===== src/jtap_map.vh =====
// Constants for the reduced test access port
`ifndef JTAP_MAP_VH
`define JTAP_MAP_VH
`define JTAP_IR_W 4
`define JTAP_ID_W 32
`define JTAP_IR_BYPASS 4'hF
`define JTAP_IR_IDCODE 4'h1
`define JTAP_IR_CAPTURE 4'h1
`define JTAP_ST_W 4
`define JTAP_TLR 4'hF
`define JTAP_RTI 4'hC
`define JTAP_SELDR 4'h7
`define JTAP_CAPDR 4'h6
`define JTAP_SHDR 4'h2
`define JTAP_EX1DR 4'h1
`define JTAP_PADR 4'h3
`define JTAP_EX2DR 4'h0
`define JTAP_UPDR 4'h5
`define JTAP_SELIR 4'h4
`define JTAP_CAPIR 4'hE
`define JTAP_SHIR 4'hA
`define JTAP_EX1IR 4'h9
`define JTAP_PAIR 4'hB
`define JTAP_EX2IR 4'h8
`define JTAP_UPIR 4'hD
`endif


===== src/jtap_sync.v =====
// Two-flop synchroniser with edge detection on the synchronised level
`timescale 1ns/1ps
module jtap_sync (
  // Clock and reset
  input wire clk,
  input wire rst_n,
  // Asynchronous level in
  input wire din,
  // Synchronised level and edges
  output wire dout,
  output wire rise,
  output wire fall
);
  reg meta_q;
  reg sync_q;
  reg last_q;
  always @(posedge clk or negedge rst_n) begin
    if (!rst_n) begin
      // Pins idle high on pull-ups; resetting low would fake an edge
      meta_q <= 1'b1;
      sync_q <= 1'b1;
      last_q <= 1'b1;
    end else begin
      meta_q <= din;
      sync_q <= meta_q;
      last_q <= sync_q;
    end
  end
  assign dout = sync_q;
  assign rise = sync_q & ~last_q;
  assign fall = ~sync_q & last_q;
endmodule // jtap_sync


===== src/jtap_fsm.v =====
// Sixteen-state test controller sequencer, stepped on test clock rises
`timescale 1ns/1ps
`include "jtap_map.vh"
module jtap_fsm (
  // Clock and reset
  input wire clk,
  input wire rst_n,
  // Step enable and mode select
  input wire step,
  input wire tms,
  // Current state
  output reg [3:0] state_q
);
  reg [3:0] state_d;
  always @* begin
    state_d = state_q;
    case (state_q)
      `JTAP_TLR: state_d = tms ? `JTAP_TLR : `JTAP_RTI;
      `JTAP_RTI: state_d = tms ? `JTAP_SELDR : `JTAP_RTI;
      `JTAP_SELDR: state_d = tms ? `JTAP_SELIR : `JTAP_CAPDR;
      `JTAP_CAPDR: state_d = tms ? `JTAP_EX1DR : `JTAP_SHDR;
      `JTAP_SHDR: state_d = tms ? `JTAP_EX1DR : `JTAP_SHDR;
      `JTAP_EX1DR: state_d = tms ? `JTAP_UPDR : `JTAP_PADR;
      `JTAP_PADR: state_d = tms ? `JTAP_EX2DR : `JTAP_PADR;
      `JTAP_EX2DR: state_d = tms ? `JTAP_UPDR : `JTAP_SHDR;
      `JTAP_UPDR: state_d = tms ? `JTAP_SELDR : `JTAP_RTI;
      `JTAP_SELIR: state_d = tms ? `JTAP_TLR : `JTAP_CAPIR;
      `JTAP_CAPIR: state_d = tms ? `JTAP_EX1IR : `JTAP_SHIR;
      `JTAP_SHIR: state_d = tms ? `JTAP_EX1IR : `JTAP_SHIR;
      `JTAP_EX1IR: state_d = tms ? `JTAP_UPIR : `JTAP_PAIR;
      `JTAP_PAIR: state_d = tms ? `JTAP_EX2IR : `JTAP_PAIR;
      `JTAP_EX2IR: state_d = tms ? `JTAP_UPIR : `JTAP_SHIR;
      `JTAP_UPIR: state_d = tms ? `JTAP_SELDR : `JTAP_RTI;
      default: state_d = `JTAP_TLR;
    endcase
  end
  always @(posedge clk or negedge rst_n) begin
    if (!rst_n) begin
      state_q <= `JTAP_TLR;
    end else if (step) begin
      state_q <= state_d;
    end
  end
endmodule // jtap_fsm


===== src/jtap_tap.v =====
// Reduced boundary-scan test access port: bypass and identification only
`timescale 1ns/1ps
`include "jtap_map.vh"
module jtap_tap #(
  parameter [31:0] ID_VALUE = 32'h1234_5001, // Arbitrary identification
  parameter [0:0] PORT_EN_DEFAULT = 1'b1
) (
  // Clock and power-up reset
  input wire clk,
  input wire rst_n,
  // Configuration: port function enable from the loaded design
  input wire cfg_port_en,
  input wire cfg_valid,
  // Test port pins
  input wire tck,
  input wire tms,
  input wire tdi,
  output reg tdo_q,
  output reg tdo_oe_q,
  // General I/O use of the four pins when the port is disabled
  output reg gpio_mode_q,
  // Status toward the user logic
  output reg [3:0] ir_q,
  output reg [3:0] tap_state_q
);
  ////////////////////////////////////////////////////////////////////////
  wire tck_s;
  wire tck_rise;
  wire tck_fall;
  wire tms_s;
  wire tdi_s;
  wire [3:0] state;
  reg port_en_q;
  reg [3:0] irsh_q;
  reg byp_q;
  reg [31:0] idsh_q;
  reg out_bit;

  // Test clock edges are found by sampling; data pins pass two flops too
  jtap_sync u_tck (.clk(clk), .rst_n(rst_n), .din(tck), .dout(tck_s),
    .rise(tck_rise), .fall(tck_fall));
  jtap_sync u_tms (.clk(clk), .rst_n(rst_n), .din(tms), .dout(tms_s),
    .rise(), .fall());
  jtap_sync u_tdi (.clk(clk), .rst_n(rst_n), .din(tdi), .dout(tdi_s),
    .rise(), .fall());

  ////////////////////////////////////////////////////////////////////////
  // Port disabled: pins are left alone as general I/O, edges ignored
  jtap_fsm u_fsm (.clk(clk), .rst_n(rst_n),
    .step(tck_rise & port_en_q), .tms(tms_s), .state_q(state));

  // Reset loads PORT_EN_DEFAULT; a loaded configuration may turn it off or on
  always @(posedge clk or negedge rst_n) begin
    if (!rst_n) begin
      port_en_q <= PORT_EN_DEFAULT;
      gpio_mode_q <= ~PORT_EN_DEFAULT;
    end else if (cfg_valid) begin
      port_en_q <= cfg_port_en;
      gpio_mode_q <= ~cfg_port_en;
    end
  end

  ////////////////////////////////////////////////////////////////////////
  // Registers shift on rising test clock edges only
  always @(posedge clk or negedge rst_n) begin
    if (!rst_n) begin
      // Only power-up reset reaches here; no test-reset pin exists
      irsh_q <= `JTAP_IR_CAPTURE;
      ir_q <= `JTAP_IR_IDCODE;
      byp_q <= 1'b0;
      idsh_q <= 32'h0000_0000;
    end else if (tck_rise && port_en_q) begin
      case (state)
        `JTAP_TLR: ir_q <= `JTAP_IR_IDCODE;
        `JTAP_CAPIR: irsh_q <= `JTAP_IR_CAPTURE;
        `JTAP_SHIR: irsh_q <= {tdi_s, irsh_q[3:1]};
        `JTAP_UPIR: ir_q <= irsh_q;
        `JTAP_CAPDR: begin
          byp_q <= 1'b0;
          idsh_q <= ID_VALUE;
        end
        `JTAP_SHDR: begin
          if (ir_q == `JTAP_IR_IDCODE) begin
            idsh_q <= {tdi_s, idsh_q[31:1]};
          end else begin
            // Every other code acts as bypass, device logic untouched
            byp_q <= tdi_s;
          end
        end
        default: byp_q <= byp_q;
      endcase
    end
  end

  ////////////////////////////////////////////////////////////////////////
  always @* begin
    if (state == `JTAP_SHIR) begin
      out_bit = irsh_q[0];
    end else if (ir_q == `JTAP_IR_IDCODE) begin
      out_bit = idsh_q[0];
    end else begin
      out_bit = byp_q;
    end
  end

  // Output and its enable move on falling edges, as the shift state stood; turning the port off drops the enable at once
  always @(posedge clk or negedge rst_n) begin
    if (!rst_n) begin
      tdo_q <= 1'b0;
      tdo_oe_q <= 1'b0;
    end else if (!port_en_q || (cfg_valid && !cfg_port_en)) begin
      // Release the pin in the same cycle the pins turn general I/O
      tdo_oe_q <= 1'b0;
    end else if (tck_fall) begin
      tdo_oe_q <= (state == `JTAP_SHIR) || (state == `JTAP_SHDR);
      tdo_q <= out_bit;
    end
  end

  always @(posedge clk or negedge rst_n) begin
    if (!rst_n) begin
      tap_state_q <= `JTAP_TLR;
    end else begin
      tap_state_q <= state;
    end
  end
endmodule // jtap_tap


===== config.mk =====
export PLATFORM = sky130hd
export DESIGN_NAME = jtap_tap
export DESIGN_NICKNAME = d
export VERILOG_FILES = /design/src/jtap_sync.v /design/src/jtap_fsm.v /design/src/jtap_tap.v
export VERILOG_INCLUDE_DIRS = /design/src
export SDC_FILE = /design/constraint.sdc
export NUM_CORES = 1
export LEC_CHECK = 0
export BUFFER_PORTS_ARGS = -buffer_cell sky130_fd_sc_hd__buf_4
export CAP_MARGIN = 15
export CORE_MARGIN = 10
export CORE_UTILIZATION = 30
export DETAILED_ROUTE_END_ITERATION = 7
export PLACE_DENSITY = 0.44
export SYNTH_ARGS = -nofsm -noshare
export SYNTH_HDL_FRONTEND = slang
export SYNTH_HIERARCHICAL = 1
export SYNTH_SLANG_ARGS = --single-unit

===== constraint.sdc =====
create_clock -name clk -period 1.85 [get_ports clk]
set_input_delay 0.37 -clock clk [delete_from_list [all_inputs] [get_ports clk]]
set_output_delay 0.37 -clock clk [all_outputs]
set_load 0.005 [all_outputs]

# Word-level counts from Yosys, hierarchy flattened
# Cells that the tools add are included.
dict set report word_totals {
  ramBits 0
  latch_bits 0
  output_inout_bits 11
  word_cells 84
  ff_bits 60
  mem_count 0
  mem_bits_ro 0
}
dict set report op_classes {
  bitwise 7
  add_sub_neg 0
  magnitude_cmp 0
  n_reduce_logical 19
  shifts 0
  n_div 0
  n_eq_ne 18
  mul 0
  mux 23
}
# operator n
set ops {}
lappend ops {{32-bit case mux with 2 select lines} 1}
lappend ops {{4-bit case mux with 12 select lines} 1}
lappend ops {{4-bit equality test, second input constant} 8}
lappend ops {{32-bit 2-to-1 mux} 1}
lappend ops {{4-bit by 3-bit equality test with 1-bit output, second input constant} 4}
lappend ops {{4-bit case mux with 2 select lines} 2}
lappend ops {{2-bit 2-to-1 mux} 6}
lappend ops {{3-bit 2-to-1 mux} 4}
lappend ops {{4-bit by 1-bit equality test with 1-bit output, second input constant} 2}
lappend ops {{4-bit by 2-bit equality test with 1-bit output, second input constant} 2}
lappend ops {{2-bit nonzero test} 4}
lappend ops {{1-bit 2-to-1 mux} 6}
lappend ops {{2-bit AND reduction} 3}
lappend ops {{3-bit AND reduction} 2}
lappend ops {{4-bit logical NOT} 1}
lappend ops {{4-bit 2-to-1 mux} 1}
lappend ops {{2-bit inequality test, second input constant} 2}
lappend ops {{1-bit inverter} 4}
lappend ops {{2-bit OR reduction} 2}
lappend ops {{1-bit AND} 3}
lappend ops {{3-bit OR reduction} 1}
lappend ops {{1-bit logical AND} 2}
lappend ops {{1-bit logical NOT} 2}
lappend ops {{1-bit logical OR} 2}
lappend ops {{1-bit case mux with 2 select lines} 1}

# Depth between registers and ports, before layout
dict set report logic_depth {
  depth_word 5
  mapped_depth 6
  mapped_depth_nobuf 5
}

# By module
# The synthesis kept the hierarchy.
# mod n_inst area_per_inst_um2 seq_area_each_um2 cells_each
set modules_own_cells {}
lappend modules_own_cells {jtap_tap 1 2149.6 1234.9 201}
lappend modules_own_cells {jtap_sync 3 93.8 78.8 5}
lappend modules_own_cells {jtap_fsm 1 256.5 105.1 23}

# Worst setup path after synthesis
# No wires, ideal clock.
dict set report synth_timing {
  path_type {register to register}
  from {reg u_tck.sync_q (netlist: u_tck/dout)}
  to {reg idsh_q[3]}
  setup_time_ps 136
  path_buffers 1
  required_time_ps 1714
  path_stages_with_launch 7
  arrival_ps 1503
  setup_slack_ps 212
  synth_period_minus_slack_ps 1638
  cell_sequence {dfstp_2 -> nor2b_1 -> and2_1 -> o2111ai_4 -> buf_6 -> nand2_1 -> o21ai_1}
}
dict set report synth_between {
  elab_chain_len 3
}
# element line
set synth_lines {}
lappend synth_lines {{from (decl)} jtap_sync.v:15} ;# reg sync_q;
lappend synth_lines {{from (signal assigned)} jtap_sync.v:25} ;# sync_q <= meta_q;
lappend synth_lines {{1-bit AND} jtap_sync.v:30} ;# assign rise = sync_q & ~last_q;
lappend synth_lines {{named net tck_rise} jtap_tap.v:28} ;# wire tck_rise;
lappend synth_lines {{1-bit logical AND} jtap_tap.v:72} ;# end else if (tck_rise && port_en_q) begin
lappend synth_lines {{3-bit AND reduction (no line)} --}
lappend synth_lines {{to (signal assigned)} jtap_tap.v:84} ;# idsh_q <= {tdi_s, idsh_q[31:1]};
lappend synth_lines {{to (decl)} jtap_tap.v:36} ;# reg [31:0] idsh_q;
# The timed path passes the listed nets, and every way through them passes these cells.
# A chain may end at the register's enable or synchronous reset.

# Worst setup path after layout
dict set report layout_timing {
  from {reg u_tck.sync_q (netlist: u_tck/dout)}
  to {reg byp_q}
}
dict set report layout_between {
  elab_chain_len 3
}
# element line
set layout_lines {}
lappend layout_lines {{1-bit AND} jtap_sync.v:30}
lappend layout_lines {{named net tck_rise} jtap_tap.v:28}
lappend layout_lines {{1-bit logical AND} jtap_tap.v:72}
lappend layout_lines {{3-bit AND reduction (no line)} --}
lappend layout_lines {{to (signal assigned)} jtap_tap.v:87} ;# byp_q <= tdi_s;
lappend layout_lines {{to (signal assigned)} jtap_tap.v:90} ;# default: byp_q <= byp_q;
lappend layout_lines {{to (decl)} jtap_tap.v:35} ;# reg byp_q;
# The timed path passes the listed nets, and every way through them passes these cells.

==> reports/metrics.csv <==
stage,metric,value,unit
grt,antenna_found_initial,0,
power,powerDensity,1160,nW/µm²
timing,fmax,618,MHz
worst_setup_path,critPathSlowestCell,dfstp_2,
timing,clock_skew,0.00811,ns
drt,drt-initial-drc-count,86,
worst_setup_path,critPathBufInv,0,
clock_network,clock_path_buffers,2,
worst_setup_path,crit_family,flip-flops,
die,die_w,113,µm
grt,grtUsageTotal,7.76,%
drt,vias,1646,
worst_setup_path,critPathKind,flop to flop,
worst_setup_path,path_cells,nor2b_1 -> nand3_1 -> a2111oi_1 -> mux2_2,
power,p_leak,1.32,nW
clock_network,clkLatencyLatePin,0.33,ns
power,p_seq_share,50.6,%
worst_setup_path,endpoint_kind,flop,
finish,n_fill_cell,857,
clock_network,cts_tree,yes,
die,die_h,113,µm
drt,wirelength,4680,µm
placement,place.detailed.hpwl,2960,µm
power,p_sw_share,29.6,%
logic_synthesis,synth_area_per_cell,11.2,µm²
timing,worst_pin_slew,0.431,ns
clock_network,cts-htree-levels,3,
logic_synthesis,syn-num-nets,240,
clock_network,clkSinkCount,60,
die,start_util,31.2,%
timing,tns,0,ns
placement,gp_congestion,0.687,
logic_synthesis,syn-cell-area,2600,µm²
drt,drc,0,
drt,drtPass1Iterations,4,
die,die-area,12800,µm²
worst_setup_path,start_kind,flop,
drt,drt-wirelength-per-cell,12.7,µm
power,vdd_ir_drop_max,0.517,mV
power,p_int,0.00248,W
power,clock_power_share,28.6,%
worst_setup_path,rr_startpoint,u_tck/dout$_DFF_PN1_,
timing,slew-limit-headroom,71.2,%
grt,grt_pass1_vias,1688,
worst_setup_path,path_max_fanout,3,
clock_network,cts_root_buf,clkbuf_8,
finish,num_antenna_cells,0,
grt,grt_pass1_wl,8120,µm
die,io_pins,18,
worst_setup_path,startpoint,u_tck/dout$_DFF_PN1_,
worst_setup_path,max_stage_delay,0.53,ns
clock_network,clk_pin_slew,0.06,ns
power,switching_power,0.00104,W
timing,final-setup-viol-count,0,
worst_setup_path,critical_path_required,2.06,ns
flow_run,cap_violations,0,
timing,hold_violations,0,
drt,vias_per_cell,4.46,
timing,fin_crit,1.62,ns
power,power_frac_comb,20.8,%
finish,area_growth,16.5,%
logic_synthesis,netlist_instances,233,
logic_synthesis,yosys_warnings,6,
timing,hold_ws,0.0203,ns
worst_hold_path,min_path_type,input pin to asynchronous set/reset pin,
worst_setup_path,reg2reg_slack,0.23,ns
placement,port_buffers,17,
worst_setup_path,cp.arrival,1.83,ns
drt,antenna_left,0,
run_status,status,"complete, no violations",
finish,layout-drive-gt1-share,37.5,%
grt,grt_max_degree,61,
finish,fin_nets,266,
grt,overflow,0,
timing,slew_violations,0,
die,rows,33,
timing,rsz0062_at_grt,false,
die,core,8340,µm²
timing,finalCritPeriodShare,87.5,%
clock_network,cts_buffers,9,
[cells in the final DEF (no fill, tap or decap)]
cell type,count
nand2_1,61
dfrtp_1,42
o21ai_2,29
buf_4,23
dfstp_2,18
nor2_1,13
clkbuf_8,10
o21ai_0,9
inv_1,6
nand3_1,6
a21oi_1,5
o31ai_1,3
mux2_2,3
o21ai_1,3
clkbuf_1,3
clkinv_2,3
buf_12,3
and2_1,2
mux2i_1,2
nor4b_4,1
nor2_2,1
o2111ai_4,1
and3_1,1
nand4_1,1
nor3b_2,1
nand2b_1,1
a2111oi_1,1
mux2_1,1
nor3b_1,1
a21bo_2,1
o211ai_1,1
o21ba_4,1
nand3b_2,1
and4_1,1
a2bb2oi_2,1
o311ai_1,1
mux2_4,1
nor2b_1,1
and2b_2,1
[what timing repair did]
action,in CTS,in global routing
buffers inserted,0,1
endpoints found under the setup margin,0,2
resized for setup,0,0
hold buffers,0,0
[power by group through the flow]
stage / sequential, W / clock [W] / combinational (W)
finish: 0.00178 / 0.00101 / 0.000733
global route: 0.00182 / 0.00112 / 0.000824
CTS: 0.00179 / 0.00106 / 0.000754
detailed placement: 0.00181 / 0 / 0.000748
global placement: 0.00181 / 0 / 0.000747
floorplan: 0.00180 / 0 / 0.000448
[cell type report]
type	count	area, µm²	share of cell area (%)
Tap cell	105	131	4.33
Clock buffer	13	149	4.91
Inverter	6	22.5	0.742
Multi-Input combinational cell	156	960	31.6
Sequential cell	60	1520	50.2
Clock inverter	3	15.0	0.495
Timing Repair Buffer	26	233	7.67
[worst paths after layout]
path,endpoint,depth (start not counted)
max in group asynchronous,u_tdi/meta_q$_DFF_PN1_,2
setup / recovery,byp_q$_DFFE_PN0P_,4
hold reg to reg,u_tck/dout$_DFF_PN1_,0
min in group clk,u_tdi/meta_q$_DFF_PN1_,1
setup reg to reg,byp_q$_DFFE_PN0P_,4
hold / removal,gpio_mode_q$_DFFE_PN0P_,2
[stage by stage]
stage | total power, W | instance area, µm² | utilization, % | worst slack (ns) | instances
floorplan | 0.00224 | 2610 | - | 0.212 | 233
global placement | 0.00256 | 2860 | 34.3 | 0.170 | 352
detailed placement | 0.00256 | 2860 | 34.3 | 0.130 | 352
CTS | 0.00360 | 3030 | 36.3 | 0.116 | 368
global route | 0.00376 | 3030 | 36.4 | 0.110 | 369
finish | 0.00353 | 3030 | 36.4 | 0.232 | 369
[routing by layer]
metal / wire length [µm] / vias up / part of all wire, % / track usage [%]
met1: 2240 / 760 / 48 / 9.27
met5: 0 / - / 0 / 0
met4: 60 / 0 / 1.3 / 2.54
met2: 2070 / 27 / 44 / 11.6
met3: 310 / 5 / 6.6 / 4.28
li1: - / 854 / - / -
[worst register-to-register path, cell delays in order, from the launching register on]
cell and delay [ns]:
dfstp_2 0.53, nor2b_1 0.17, nand3_1 0.13, a2111oi_1 0.31
mux2_2 0.38
[flip-flops by register name, indices dropped and copies added (netlist names)]
signal	cells
idsh_q	32
u_tdi/meta_q	1
byp_q	1
tdo_q	1
tdo_oe_q	1
u_tdi/dout	1
u_fsm/state_q	4
tap_state_q	4
gpio_mode_q	1
irsh_q	4
u_tms/meta_q	1
u_tck/dout	1
u_tck/last_q	1
port_en_q	1
u_tms/dout	1
ir_q	4
u_tck/meta_q	1
No activity file was read; power rests on OpenSTA's default activity.
